--- config.mk ---
export PLATFORM = sky130hd
export DESIGN_NAME = ccm_clock_ctrl
export DESIGN_NICKNAME = d
export VERILOG_FILES = /design/src/design/ccm_pkg.sv /design/src/design/ccm_clock_ctrl.sv
export SDC_FILE = /design/constraint.sdc
export NUM_CORES = 1
export LEC_CHECK = 0
export ABC_AREA = 0
export BUFFER_PORTS_ARGS = -buffer_cell sky130_fd_sc_hd__buf_2
export CAP_MARGIN = 5
export CORE_ASPECT_RATIO = 1.25
export CORE_MARGIN = 5
export CORE_UTILIZATION = 40
export CTS_BUF_LIST = sky130_fd_sc_hd__clkbuf_2
export CTS_CLUSTER_DIAMETER = 200
export DETAILED_ROUTE_END_ITERATION = 8
export PLACE_DENSITY_LB_ADDON = 0.1
export SKIP_LAST_GASP = 1
export SLEW_MARGIN = 20
export SYNTH_ARGS = -nofsm -noshare
export SYNTH_HDL_FRONTEND = slang
export SYNTH_SLANG_ARGS = --single-unit
--- constraint.sdc ---
create_clock -name sys_clk -period 4.8 [get_ports sys_clk]
set_input_delay 0.48 -clock sys_clk [delete_from_list [all_inputs] [get_ports sys_clk]]
set_output_delay 0.48 -clock sys_clk [all_outputs]
set_load 0.01 [all_outputs]
--- src/design/ccm_pkg.sv ---
package ccm_pkg;

  // ************************************************************
  // Register offsets (byte addresses)
  // ************************************************************
  localparam logic [7:0] PERIPH_EN_OFS     = 8'h10;
  localparam logic [7:0] PERIPH_DIS_OFS    = 8'h14;
  localparam logic [7:0] PERIPH_STAT_OFS   = 8'h18;
  localparam logic [7:0] OSC_CTRL_OFS      = 8'h20;
  localparam logic [7:0] MAIN_FREQ_OFS     = 8'h24;
  localparam logic [7:0] PLL_CFG_OFS       = 8'h2C;
  localparam logic [7:0] MASTER_SEL_OFS    = 8'h30;
  localparam logic [7:0] STATUS_OFS        = 8'h68;

  // ************************************************************
  // Field positions
  // ************************************************************
  localparam int OSC_EN_BIT       = 0;
  localparam int OSC_BYP_BIT      = 1;
  localparam int STARTUP_LSB      = 8;
  localparam int FREQ_RDY_BIT     = 16;
  localparam int DIV_LSB          = 0;
  localparam int LOCKCNT_LSB      = 8;
  localparam int RANGE_LSB        = 14;
  localparam int MUL_LSB          = 16;
  localparam int USB_CLOCK_DIVIDER_LSB       = 28;
  localparam int SRC_LSB          = 0;
  localparam int MASTER_PRESCALER_LSB         = 2;
  localparam int STAT_STABLE_BIT  = 0;
  localparam int STAT_LOCK_BIT    = 2;
  localparam int STAT_MRDY_BIT    = 3;

  // ************************************************************
  // Reset values, codes and timing counts
  // ************************************************************
  localparam logic [7:0]  LOCKCNT_RST     = 8'h3F;
  localparam logic [31:0] PERIPH_IMPL_RST = 32'hFFFF_FFFC;
  localparam int          STARTUP_MULT    = 8;
  localparam int          MEAS_WINDOW     = 16;

  typedef enum logic [1:0] {
    SRC_SLOW = 2'b00,
    SRC_MAIN = 2'b01,
    SRC_RSVD = 2'b10,
    SRC_PLL  = 2'b11
  } ccm_src_t;

  typedef struct packed {
    logic [7:0]  addr;
    logic [31:0] wrData;
    logic        wrStb;
    logic        rdStb;
  } ccm_bus_req_t;

endpackage

--- src/design/ccm_clock_ctrl.sv ---
// The address-and-strobe port and the register addresses are this design's own decisions.
`timescale 1ns/10ps
// Overview of operation
// (RL1) Writing one to bits 2-31 stops clock
// (RL2) Status bit reads one while clock runs
// (RL3) Enable bit starts oscillator; bypass kept zero
// (RL4) Stable flag rises after start-up time
// (RL5) Bypass uses pin clock, stable immediately
// (RL6) Enable and bypass both zero clear stable
// (RL7) Start-up time is count times 8 slow
// (RL8) Frequency field counts main cycles, 16 slow
// (RL9) Ready bit only after enable, count valid
// (RL10) Divider: 0 none, 1 pass, else divide
// (RL11) Lock rises after lock counter slow cycles
// (RL12) Multiplier zero off, else times value+1
// (RL13) USB divider 1, 2, 4; 11 reserved
// (RL14) Software programs range field per frequency
// (RL15) Source: slow 00, main 01, PLL 11
// (RL16) Prescaler divides by powers of two to 64
// (RL17) Unimplemented peripheral bits have no effect
// (RL18) Stable flag reads one once stabilised
// (RL19) Software never writes reserved codes
// (RL20) New enable restarts measurement, clears ready
module ccm_clock_ctrl #(
  parameter logic [31:0] PERIPH_IMPL = ccm_pkg::PERIPH_IMPL_RST
) (
  input  wire logic                 sys_clk,
  input  wire logic                 rstn,
  input  wire ccm_pkg::ccm_bus_req_t busReq,
  output logic [31:0]               rdData,
  input  wire logic                 slowClkPin,
  input  wire logic                 oscInputPin,
  output logic                      oscOutputPin,
  output logic [31:0]               periphClkEn,
  output logic                      masterClkTick,
  output logic                      usbClkTick
);

  if (PERIPH_IMPL[1:0] != 2'b00) begin : gBadImpl
    $error("Peripheral bits 0 and 1 cannot be implemented");
  end

  // ************************************************************
  // Pin synchronisers and edge ticks
  // ************************************************************
  logic [2:0] slowSync;
  logic [2:0] oscSync;
  logic       slowTick;
  logic       pinTick;

  always_ff @(posedge sys_clk) begin
    if (!rstn) begin
      slowSync <= 3'h0;
      oscSync  <= 3'h0;
    end else begin
      slowSync <= {slowSync[1:0], slowClkPin};
      oscSync  <= {oscSync[1:0], oscInputPin};
    end
  end

  assign slowTick = slowSync[1] & ~slowSync[2];
  assign pinTick  = oscSync[1] & ~oscSync[2];

  // ************************************************************
  // Register write decode
  // ************************************************************
  function automatic logic hit(input ccm_pkg::ccm_bus_req_t r, input logic [7:0] ofs);
    hit = r.wrStb && (r.addr == ofs);
  endfunction

  logic        oscEnable;
  logic        oscillator_bypass;
  logic [7:0]  startupCount;
  logic [7:0]  pllDiv;
  logic [7:0]  lockCounter;
  logic [1:0]  pllRange;
  logic [10:0] pllMultiplier;
  logic [1:0]  usbClockDivider;
  logic [1:0]  masterSourceSelect;
  logic [2:0]  masterPrescaler;
  logic        pllWrite;

  assign pllWrite = hit(busReq, ccm_pkg::PLL_CFG_OFS);

  always_ff @(posedge sys_clk) begin
    if (!rstn) begin
      oscEnable    <= 1'b0;
      oscillator_bypass    <= 1'b0;
      startupCount <= 8'h00;
    end else if (hit(busReq, ccm_pkg::OSC_CTRL_OFS)) begin
      oscEnable    <= busReq.wrData[ccm_pkg::OSC_EN_BIT];   // RL3
      oscillator_bypass    <= busReq.wrData[ccm_pkg::OSC_BYP_BIT];  // RL5
      startupCount <= busReq.wrData[ccm_pkg::STARTUP_LSB +: 8];
    end
  end

  // Range is stored only and read back; no logic or output port of this block uses it
  always_ff @(posedge sys_clk) begin
    if (!rstn) begin
      pllDiv          <= 8'h00;
      lockCounter     <= ccm_pkg::LOCKCNT_RST;
      pllRange        <= 2'h0;
      pllMultiplier   <= 11'h000;
      usbClockDivider <= 2'h0;
    end else if (pllWrite) begin
      pllDiv          <= busReq.wrData[ccm_pkg::DIV_LSB +: 8];
      lockCounter     <= {2'b00, busReq.wrData[ccm_pkg::LOCKCNT_LSB +: 6]};
      pllRange        <= busReq.wrData[ccm_pkg::RANGE_LSB +: 2];  // RL14
      pllMultiplier   <= busReq.wrData[ccm_pkg::MUL_LSB +: 11];
      usbClockDivider <= busReq.wrData[ccm_pkg::USB_CLOCK_DIVIDER_LSB +: 2];
    end
  end

  always_ff @(posedge sys_clk) begin
    if (!rstn) begin
      masterSourceSelect <= 2'h0;
      masterPrescaler    <= 3'h0;
    end else if (hit(busReq, ccm_pkg::MASTER_SEL_OFS)) begin
      masterSourceSelect <= busReq.wrData[ccm_pkg::SRC_LSB +: 2];
      masterPrescaler    <= busReq.wrData[ccm_pkg::MASTER_PRESCALER_LSB +: 3];
    end
  end

  // ************************************************************
  // Peripheral clock gates
  // ************************************************************
  always_ff @(posedge sys_clk) begin
    if (!rstn) begin
      periphClkEn <= 32'h0000_0000;
    end else if (hit(busReq, ccm_pkg::PERIPH_DIS_OFS)) begin
      periphClkEn <= periphClkEn & ~(busReq.wrData & PERIPH_IMPL);  // RL1 RL17
    end else if (hit(busReq, ccm_pkg::PERIPH_EN_OFS)) begin
      periphClkEn <= periphClkEn | (busReq.wrData & PERIPH_IMPL);   // RL17
    end
  end

  // ************************************************************
  // Main oscillator start-up
  // ************************************************************
  logic        oscEnableDly;
  logic        oscStable;
  logic [10:0] startupLeft;
  logic        enableRise;

  assign enableRise = oscEnable & ~oscEnableDly;

  always_ff @(posedge sys_clk) begin
    if (!rstn) begin
      oscEnableDly <= 1'b0;
      oscOutputPin <= 1'b0;
    end else begin
      oscEnableDly <= oscEnable;
      oscOutputPin <= oscEnable & ~oscillator_bypass;  // RL3
    end
  end

  always_ff @(posedge sys_clk) begin
    if (!rstn) begin
      oscStable   <= 1'b0;
      startupLeft <= 11'h000;
    end else if (oscillator_bypass) begin
      oscStable <= 1'b1;  // RL5
    end else if (!oscEnable) begin
      oscStable <= 1'b0;  // RL6
    end else if (enableRise) begin
      startupLeft <= 11'(startupCount * ccm_pkg::STARTUP_MULT);  // RL7
      oscStable   <= 1'b0;
    end else if (startupLeft == 11'h000) begin
      oscStable <= 1'b1;  // RL4 RL18
    end else if (slowTick) begin
      startupLeft <= startupLeft - 11'h001;  // RL7
    end
  end

  // Oscillator edges count only once the clock is trustworthy
  logic mainTick;
  assign mainTick = pinTick & (oscillator_bypass | (oscEnable & oscStable));

  // ************************************************************
  // Main clock frequency measurement
  // ************************************************************
  logic [15:0] mainFreqCount;
  logic [15:0] measAcc;
  logic [4:0]  windowLeft;
  logic        measActive;
  logic        measurementReady;

  always_ff @(posedge sys_clk) begin
    if (!rstn) begin
      mainFreqCount    <= 16'h0000;
      measAcc          <= 16'h0000;
      windowLeft       <= 5'h00;
      measActive       <= 1'b0;
      measurementReady <= 1'b0;
    end else if (!oscEnable) begin
      measActive       <= 1'b0;
      measurementReady <= 1'b0;  // RL9
    end else if (enableRise) begin
      measAcc          <= 16'h0000;  // RL20
      windowLeft       <= 5'(ccm_pkg::MEAS_WINDOW);
      measActive       <= 1'b1;
      measurementReady <= 1'b0;  // RL20
    end else if (measActive) begin
      if (mainTick) begin
        measAcc <= measAcc + 16'h0001;  // RL8
      end
      if (slowTick) begin
        windowLeft <= windowLeft - 5'h01;
        if (windowLeft == 5'h01) begin
          mainFreqCount    <= measAcc + {15'h0000, mainTick};  // RL8
          measActive       <= 1'b0;
          measurementReady <= 1'b1;  // RL9
        end
      end
    end
  end

  // ************************************************************
  // PLL: input divider, multiplier and lock
  // ************************************************************
  logic [7:0]  divCnt;
  logic        divTick;
  logic [11:0] pllCredit;
  logic        pllTick;
  logic [7:0]  lockLeft;
  logic        pllLock;

  // Divided input tick; divider 0 gives nothing, 1 passes
  always_ff @(posedge sys_clk) begin
    if (!rstn) begin
      divCnt  <= 8'h00;
      divTick <= 1'b0;
    end else begin
      divTick <= 1'b0;
      if (pllDiv == 8'h00) begin
        divCnt <= 8'h00;  // RL10
      end else if (mainTick) begin
        if (divCnt >= pllDiv - 8'h01) begin
          divCnt  <= 8'h00;
          divTick <= 1'b1;  // RL10
        end else begin
          divCnt <= divCnt + 8'h01;
        end
      end
    end
  end

  // Each input period earns multiplier+1 output ticks, spent one per
  // cycle: average rate is exact, spacing bursty, capped at sys_clk
  always_ff @(posedge sys_clk) begin
    if (!rstn) begin
      pllCredit <= 12'h000;
      pllTick   <= 1'b0;
    end else if (pllMultiplier == 11'h000) begin
      pllCredit <= 12'h000;  // RL12
      pllTick   <= 1'b0;
    end else begin
      pllTick <= pllCredit != 12'h000;
      if (divTick) begin
        pllCredit <= pllCredit + {1'b0, pllMultiplier} + 12'h001
                     - {11'h000, pllCredit != 12'h000};  // RL12
      end else if (pllCredit != 12'h000) begin
        pllCredit <= pllCredit - 12'h001;
      end
    end
  end

  always_ff @(posedge sys_clk) begin
    if (!rstn) begin
      lockLeft <= ccm_pkg::LOCKCNT_RST;
      pllLock  <= 1'b0;
    end else if (pllWrite) begin
      lockLeft <= {2'b00, busReq.wrData[ccm_pkg::LOCKCNT_LSB +: 6]};  // RL11
      pllLock  <= 1'b0;
    end else if (lockLeft == 8'h00) begin
      pllLock <= 1'b1;  // RL11
    end else if (slowTick) begin
      lockLeft <= lockLeft - 8'h01;
    end
  end

  // ************************************************************
  // USB divider and master clock prescaler
  // ************************************************************
  logic [1:0] usbCnt;
  logic [5:0] presCnt;
  logic       srcTick;

  always_ff @(posedge sys_clk) begin
    if (!rstn) begin
      usbCnt     <= 2'h0;
      usbClkTick <= 1'b0;
    end else begin
      usbClkTick <= 1'b0;
      if (pllTick) begin
        usbCnt <= usbCnt + 2'h1;
        case (usbClockDivider)
          2'b00: begin
            usbClkTick <= 1'b1;  // RL13
          end
          2'b01: begin
            usbClkTick <= usbCnt[0];  // RL13
          end
          2'b10: begin
            usbClkTick <= usbCnt == 2'h3;  // RL13
          end
          default: begin
            usbClkTick <= 1'b0;
          end
        endcase
      end
    end
  end

  always_comb begin
    case (ccm_pkg::ccm_src_t'(masterSourceSelect))
      ccm_pkg::SRC_SLOW: srcTick = slowTick;  // RL15
      ccm_pkg::SRC_MAIN: srcTick = mainTick;  // RL15
      ccm_pkg::SRC_PLL:  srcTick = pllTick;   // RL15
      default:           srcTick = 1'b0;
    endcase
  end

  always_ff @(posedge sys_clk) begin
    if (!rstn) begin
      presCnt       <= 6'h00;
      masterClkTick <= 1'b0;
    end else begin
      masterClkTick <= 1'b0;
      if (srcTick && masterPrescaler != 3'h7) begin
        if (presCnt >= 6'((7'h01 << masterPrescaler) - 7'h01)) begin
          presCnt       <= 6'h00;
          masterClkTick <= 1'b1;  // RL16
        end else begin
          presCnt <= presCnt + 6'h01;  // RL16
        end
      end
    end
  end

  // ************************************************************
  // Register read, data one cycle after the strobe
  // ************************************************************
  always_ff @(posedge sys_clk) begin
    if (!rstn) begin
      rdData <= 32'h0000_0000;
    end else if (busReq.rdStb) begin
      case (busReq.addr)
        ccm_pkg::PERIPH_STAT_OFS: rdData <= periphClkEn;  // RL2
        ccm_pkg::OSC_CTRL_OFS: rdData <= {16'h0000, startupCount, 6'h00, oscillator_bypass, oscEnable};
        ccm_pkg::MAIN_FREQ_OFS: rdData <= {15'h0000, measurementReady, mainFreqCount};  // RL8 RL9
        ccm_pkg::PLL_CFG_OFS: rdData <= {2'b00, usbClockDivider, 1'b0, pllMultiplier,
                                         pllRange, lockCounter[5:0], pllDiv};
        ccm_pkg::MASTER_SEL_OFS: rdData <= {27'h000_0000, masterPrescaler, masterSourceSelect};
        ccm_pkg::STATUS_OFS: rdData <= {28'h000_0000, 1'b1, pllLock, 1'b0, oscStable};  // RL18
        default: rdData <= 32'h0000_0000;
      endcase
    end else begin
      rdData <= 32'h0000_0000;
    end
  end

endmodule

; Word-level counts from Yosys, hierarchy flattened
; Cells that the tools add are included.
[totals]
reg_bits = 208
input_bits = 46
output_inout_bits = 67
word_cells = 154
[classes]
n_addsub = 14
magnitude_cmp = 2
eq_ne = 18
n_shift = 1
muxes = 31
bitwise_logic = 19
reduce_logical = 35
[op_table]
columns = cell, count
row1 = $pmux W32 S6, 1
row2 = $mux W32, 2
row3 = $mux W16, 3
row4 = $mux W11, 3
row5 = $and A32 B32 Y32, 1
row6 = $eq A8 B6 Y1 const B, 4
row7 = $not A32 Y32, 1
row8 = $or A32 B32 Y32, 1
row9 = $eq A8 B5 Y1 const B, 3
row10 = $mux W12, 2
row11 = $mux W6, 4
row12 = $logic_not A11 Y1, 2
row13 = $add A16 B1 Y16, 1
row14 = $add A16 B1 Y16 const B, 1
row15 = $logic_not A8 Y1, 2
row16 = $sub A8 B1 Y8 const B, 2
row17 = $mux W5, 3
row18 = $add A12 B1 Y12 const B, 1
row19 = $add A12 B11 Y12, 1
row20 = $reduce_and A2 Y1, 6
row21 = $reduce_bool A12 Y1, 1
row22 = $reduce_bool A2 Y1, 6
row23 = $sub A12 B1 Y12, 1
row24 = $sub A12 B1 Y12 const B, 1
row25 = other kinds (29), 67

; Longest topological paths before layout
; Gate-level depths: netlist (run 1).
[depth]
ltp_word = 6
ltp_mapped = 17
depth_no_buf = 17

; Worst setup path after synthesis (run 1)
; OpenSTA, ideal clock, no wires.
[synth_path]
path_type = reg-to-reg
from = register pllCredit[4]
to = register pllCredit[10]
setup_ns = 0.141
arrival_time_ns = 3.588
required_time_ns = 4.659
slack_ns = 1.071
stages_incl_launch_ff = 16
n_path_buf = 0
period_less_slack_ns = 3.729
cell_sequence = dfxtp_1 > nor4_1 > nand2_1 > nor2_1 > inv_2 > fa_1 > inv_1 > ha_1 > or2_2 > fa_1 > nand2b_1 > a211oi_1 > o21ai_0 > a31oi_1 > mux2i_1 > o311ai_0
[synth_between]
elab_chain_cells = 4
elab_cells_between_ends = 8
cone_classes = add/sub (4) / mux (2) / reduce/logical (2)
[synth_rtl]
columns = element, line_no
row1 = "start, declared", ccm_clock_ctrl.sv:223  ; logic [11:0] pllCredit;
row2 = "start signal, assigned", ccm_clock_ctrl.sv:260  ; pllCredit <= pllCredit + {1'b0, pllMultiplier} + 12'h001
row3 = "start signal, assigned", ccm_clock_ctrl.sv:263  ; pllCredit <= pllCredit - 12'h001;
row4 = $add A12 B11 Y12, ccm_clock_ctrl.sv:260
row5 = $add A12 B1 Y12, ccm_clock_ctrl.sv:260
row6 = $sub A12 B1 Y12, ccm_clock_ctrl.sv:261  ; - {11'h000, pllCredit != 12'h000};
row7 = $mux W12, ccm_clock_ctrl.sv:259  ; if (divTick) begin
; Several ways; a longest one is shown, not always the timed one. The select of a mux whose other input is x is not followed.
; A chain may end at the register's enable or synchronous reset.

; Worst setup path after layout (run 1)
; Ends and elaborated chain as after synthesis.

==> results_dict.tcl, run 1 <==
set metrics [dict create \
    nets 1436 \
    grt_busiest_layer "met2" \
    cp.arrival_ns 4.95 \
    outcome "finished, final reports clean" \
    setup_viol 0 \
    max_cap_viol_count 0 \
    grt_max_degree 64 \
    cts-root-buf "clkbuf_2" \
    clk_latency_ns 0.81 \
    endpoint_kind "flip-flop" \
    ctsResizeCount 0 \
    syn_area_per_cell_sq_um 8.38 \
    cts_tree "built" \
    drive_gt1_share_pct 17.3 \
    ctsHtreeMaxLevel 2 \
    antenna_left 0 \
    worstPathBufferInverterCount 2 \
    crit_path_max_incr_delay_ns 0.52 \
    cts_setup_buffers 0 \
    drt_wl_total_um 28900 \
    dieWidth_um 151 \
    syn_area_sq_mm 0.0100 \
    cp_cell_sequence "nor4_1 > nand2_1 > nor2_1 > inv_2 > fa_1 > inv_1 > ha_1 > or2_2 > fa_1 > nand2b_1 > a211oi_1 > o21ai_0 > a31oi_1 > mux2i_1 > o311ai_0" \
    dr.first_iter.drc_count 480 \
    wire_per_inst_um 16.9 \
    leakage_nw 4.62 \
    via_per_inst 5.23 \
    grt_setup_unrepaired "false" \
    setup_tns_ns 0 \
    crit_fanout 7 \
    clock_sinks 206 \
    max_slew.worst_pin.slew_ns 1.02 \
    ios 113 \
    via_count 8908 \
    power_w 0.00300 \
    drc 0 \
    clk_pin_slew_ns 0.11 \
    cts-buffers-inserted 52 \
    synth_cell_types 68 \
    startpoint_type "flip-flop" \
    place_hpwl_um 20400 \
    fin_worst_skew_ns 0.0821 \
    ys_seq_area_share_pct 41.2 \
    use_met1_pct 24.6 \
    gp_congestion 0.877 \
    antenna_found_initial 3 \
    max-vdd-ir-drop_v 0.000140 \
    die_h_um 187 \
    area_growth_pct 16.0 \
    clock_path_buffers 3 \
    slew_violations 0 \
    crit_slowest_cell "fa_1" \
    track_usage_pct 20.0 \
    slew_headroom_pct 31.6 \
    synthCells 1194 \
    critical_path_required_ns 5.47 \
    grt_pass1_vias 8717 \
    power.density_mw_per_mm2 259 \
    overflow 0 \
    place_area_sq_mm 0.0108 \
    core_area_sq_mm 0.0246 \
    global_route.usage.met2_pct 35.3 \
    synthFlopType "dfxtp_1" \
    crit_path_frequent_cell "fa_1" \
    ys_ff_latch 206 \
    final_cells 1703 \
    max_freq_ghz 0.234 \
    post-route-period-util_pct 89.1 \
    hold_violations 0 \
    synth-edff-count 0 \
    placedCellCount 1581 \
    grt_pass1_wl_um 45800 \
    final_area_sq_mm 0.0116 \
    synth.yosys.warnings 0 \
    use_met3_pct 3.44 \
    hp-class "in -> reg" \
    critical_path_class "reg -> reg" \
    drt-pass1-iter-count 5 \
    die_area_sq_mm 0.0283 \
    period_needed_ns 4.28 \
    num_rows 64 \
    worst_path_dominant_cell_family "simple AND/OR/NAND/NOR gates" \
    io_buffers 110 \
    initial_core_util_pct 40.7 \
    synthArstFlopShare_pct 0 \
]
cell type report:
class                      instances  area (sq um)
fill                            2555         13000
tap                              330           413
antenna                            3          7.51
timing repair buffer             159          1010
clock inverter                    11          70.1
inverter                          65           245
multi-input combinational        856          5380
clock buffer                      73           365
sequential                       206          4120
through the flow:
step	hold WS, ns	utilization, %	setup slack (ns)
floorplan	0.412	-	1.07
global placement	0.424	44.0	0.678
detailed placement	0.427	44.0	0.608
CTS	0.0692	47.2	0.562
global route	0.116	47.2	0.218
finish	0.174	47.2	0.525
logic make-up after synthesis:
logic type / count (synthesis) / synth area share [%]
fa+ha+maj: 50 / 6.40
other cells: 1 / 0.0375
xor+xnor: 66 / 5.78
mux: 26 / 2.81
flops: 206 / 41.2
compound gates: 280 / 18.1
simple gates: 432 / 20.3
buf+inv: 133 / 5.35
synthesized netlist by cell type, drive strengths merged (12+ instances only):
cell,n,area share [%]
a21oi,118,5.9
a211oi,21,1.6
clkbuf,51,1.9
a22oi,25,1.9
xnor2,37,3.2
and3,14,0.88
nand3,34,1.7
a311oi,31,2.7
buf,17,1.0
inv,64,2.4
or3,12,0.75
nor3,21,1.2
nand4,13,0.81
nand2,146,5.6
mux2,17,1.9
o21ai,36,1.8
dfxtp,206,41
ha,48,6.0
xor2,29,2.5
nor2,134,5.0
layout by cell type (no fill, tap or decap), types with 5 or more instances in the layout:
cell,instances
mux2i_1,9
nor2b_1,7
inv_1,62
or3_1,12
a211oi_1,21
a222oi_1,5
nor2_1,132
and2_1,9
nor4_1,7
a21oi_1,118
clkbuf_2,73
a311oi_1,31
a31oi_1,6
nor3_1,20
nand3_1,34
xnor2_1,37
clkinv_1,9
a21o_1,6
a22oi_1,25
mux2_2,17
dfxtp_1,206
ha_1,48
nor3b_1,5
xor2_1,29
nand2b_1,9
buf_4,14
nand4_1,13
dlygate4sd3_1,35
and3_1,14
nand2_1,145
buf_2,110
o21ai_0,33
timing repair:
item	4_1_cts	5_1_grt
hold buffers	35	0
setup endpoints to repair	0	0
endpoints found under the hold margin	81	0
final timing paths:
check | from | endpoint | slack (ns) | cells past startpoint
hold / removal | rstn | lockCounter[0]$_SDFFE_PN1P_ | 0.17 | 3
hold reg to reg | oscSync[0]$_SDFF_PN0_ | oscSync[1]$_SDFF_PN0_ | 0.45 | 1
setup reg to reg | pllCredit[4]$_SDFFE_PP0P_ | pllCredit[10]$_SDFFE_PP0P_ | 0.52 | 15
setup / recovery | pllCredit[4]$_SDFFE_PP0P_ | pllCredit[10]$_SDFFE_PP0P_ | 0.52 | 15
power by group:
group / total (W) / leakage (nW) / switching (W) / internal (W)
clock: 0.00115 / 0.338 / 0.000696 / 0.000455
sequential: 0.00172 / 1.66 / 0.00000351 / 0.00171
combinational: 0.000135 / 2.63 / 0.0000818 / 0.0000535
total: 0.00300 / 4.62 / 0.000782 / 0.00222
worst register-to-register path, delay by kind of cell, from the launching register on:
family / cells / cell delay [ns]
flip-flops: 1 / 0.36
multiplexers: 1 / 0.20
AO/OA/AOI/OAI: 4 / 0.87
adder cells (fa/ha/maj): 3 / 1.06
AND/OR/NAND/NOR: 5 / 1.43
buffers and inverters: 2 / 0.20
metal layers:
metal | routed length (um) | up-vias
met5 | 7 | -
met3 | 1460 | 50
met4 | 647 | 2
met2 | 14500 | 205
met1 | 12300 | 4146
li1 | - | 4505
No activity file was read; power rests on OpenSTA's default activity.
==> run 2, diff against run 1 <==
Settings changed: CORE_UTILIZATION 40 to 61.
Clock period 4.8 ns to 4.45 ns, I/O delays scaled along.
==> run 2 against run 1 <==
Compared with the run above: maximum frequency up 3.4%; register-to-register slack worse by 0.21 ns; combinational power up 6%; first-iteration DRC count up 26%; wire length down 7.3%; final area down 1.3%; non-clock buffer count down 1; utilization up 24 points; critical path type unchanged; highest routed layer unchanged.
==> results_dict.tcl, run 2 (synthesis results as in run 1) <==
set metrics [dict create \
    place_hpwl_um 18600 \
    clk_pin_slew_ns 0.11 \
    crit_fanout 7 \
    via_count 9166 \
    via_per_inst 5.78 \
    cts_tree "built" \
    drt-pass1-iter-count 5 \
    crit_start "pllCredit[4]$_SDFFE_PP0P_" \
    leakage_nw 4.61 \
    post-route-period-util_pct 93.0 \
    ctsResizeCount 0 \
    period_needed_ns 4.14 \
    wire_per_inst_um 16.9 \
    power.internal_w 0.00239 \
    endpoint_kind "flip-flop" \
    max_slew.worst_pin.slew_ns 1.07 \
    cts_setup_buffers 0 \
    dieWidth_um 125 \
    grt_setup_unrepaired "false" \
    final_common_cell "dfxtp_1" \
    combPwrFrac_pct 4.4 \
    initial_core_util_pct 62.0 \
    grt_pass1_wl_um 43800 \
    clk_latency_ns 0.81 \
    die_area_sq_mm 0.0191 \
    overflow 0 \
    core_area_sq_mm 0.0161 \
    worst_path_dominant_cell_family "simple AND/OR/NAND/NOR gates" \
    crit_slowest_cell "fa_1" \
    hp-class "in -> reg" \
    fillers 1405 \
    clock_path_buffers 3 \
    slew_violations 0 \
    nets 1432 \
    setup_tns_ns 0 \
    max-vdd-ir-drop_v 0.000155 \
    final_cell_mix "dfxtp_1, nand2_1, nor2_1" \
    power.share.clock_pct 37.8 \
    drc 0 \
    num_rows 52 \
    gp_congestion 1.00 \
    power_switching_w 0.000816 \
    critical_path_required_ns 5.11 \
    antenna_found_initial 1 \
    dr.first_iter.drc_count 603 \
    final_area_sq_mm 0.0115 \
    seq_power_share_pct 57.7 \
    track_usage_pct 27.3 \
    r2r-start "pllCredit[4]$_SDFFE_PP0P_" \
    hold_violations 0 \
    cp_cell_sequence "nor4_1 > nand2_1 > nor2_1 > inv_2 > fa_1 > inv_1 > ha_1 > or2_2 > fa_1 > nand2b_1 > a211oi_1 > o21ai_0 > a31oi_1 > mux2i_1 > o311ai_0" \
    outcome "finished, final reports clean" \
    place_area_sq_mm 0.0107 \
    r2r_cells 15 \
    worstPathBufferInverterCount 2 \
    grt_max_degree 59 \
    max_cap_viol_count 0 \
    crit_path_frequent_cell "fa_1" \
    hold_depth 3 \
    startpoint_type "flip-flop" \
    clock_sinks 206 \
    grt_pass1_vias 8963 \
    min_from "rstn" \
    cts-root-buf "clkbuf_2" \
    setup_viol 0 \
    die_h_um 153 \
    io_buffers 110 \
    cts-buffers-inserted 49 \
    critical_path_class "reg -> reg" \
    r2r_slack_ns 0.31 \
    drive_gt1_share_pct 17.2 \
    r2r_end "pllCredit[10]$_SDFFE_PP0P_" \
    ios 113 \
    cp.arrival_ns 4.79 \
    p_sw_share_pct 25.4 \
    slew_headroom_pct 28.6 \
    antenna_left 0 \
    fin_worst_skew_ns 0.0678 \
    ctsHtreeMaxLevel 2 \
    power.density_mw_per_mm2 280 \
    min_to "lockCounter[5]$_SDFFE_PN1P_" \
    max_freq_ghz 0.242 \
    crit_path_max_incr_delay_ns 0.52 \
    area_growth_pct 14.5 \
    drt_wl_total_um 26800 \
]
run 2: changes by cell type in the layout (fill, tap and decap cells not counted), sizes merged:
cell / delta
buf: -1
clkinv: -3
clkinvlp: +1
diode: -2
inv: +1
run 2: how the worst max path moves through the flow:
| stage | cells past startpoint | to | slack (ns) |
|---|---|---|---|
| finish | 15 | pllCredit[10]$_SDFFE_PP0P_ | 0.31 |
| global route | 15 | pllCredit[10]$_SDFFE_PP0P_ | 0.09 |
| CTS | 15 | pllCredit[10]$_SDFFE_PP0P_ | 0.36 |
| detailed placement | 15 | pllCredit[10]$_SDFFE_PP0P_ | 0.39 |
| global placement | 15 | pllCredit[10]$_SDFFE_PP0P_ | 0.46 |
| floorplan | 15 | pllCredit[10]$_SDFFE_PP0P_ | 0.72 |
run 2: area by class of cell:
cell class / instances / area, sq um / share of cell area [%]
antenna: 1 / 2.50 / 0.0219
clock buffer: 73 / 365 / 3.19
clock inverter: 10 / 67.6 / 0.590
inverter: 65 / 244 / 2.13
multi-input combinational: 856 / 5380 / 47.0
sequential: 206 / 4120 / 36.0
tap: 216 / 270 / 2.36
timing repair buffer: 158 / 998 / 8.72
run 2: power by group through the flow:
stage,Clock (W),Combinational [W],Sequential [W]
floorplan,0,0.0000610,0.00189
global placement,0,0.000117,0.00189
detailed placement,0,0.000117,0.00189
CTS,0.00124,0.000141,0.00185
global route,0.00134,0.000152,0.00185
finish,0.00121,0.000143,0.00185
run 2: worst register-to-register path: cells and delay by family, from the launching register on:
| kind | cells | cell delay [ns] |
|---|---|---|
| AOI/OAI and AO/OA | 4 | 0.92 |
| adders and majority gates | 3 | 1.08 |
| buffers and inverters | 2 | 0.15 |
| DFF | 1 | 0.36 |
| muxes | 1 | 0.20 |
| and+or+nand+nor | 5 | 1.32 |
run 2: metal layers:
metal	track usage, %	part of all wire [%]	up-vias
li1	-	-	4492
met1	32.1	41	4316
met2	49.5	51	294
met3	4.92	5.4	62
met4	10.2	2.6	2
met5	0	0.056	-
run 2: timing repair:
action,CTS,global route
endpoints found under the hold margin,83,0
endpoints found under the setup margin,0,0
hold buffers,35,0
run 2: through the flow:
stage	std cells	worst slack [ns]	power, W	utilization [%]	hold slack (ns)
finish	1585	0.314	0.00321	71.0	0.138
global route	1585	0.0883	0.00335	71.0	0.113
CTS	1584	0.361	0.00324	70.9	0.0737
detailed placement	1466	0.389	0.00201	66.1	0.427
global placement	1466	0.460	0.00201	66.1	0.422
floorplan	1195	0.721	0.00195	-	0.412
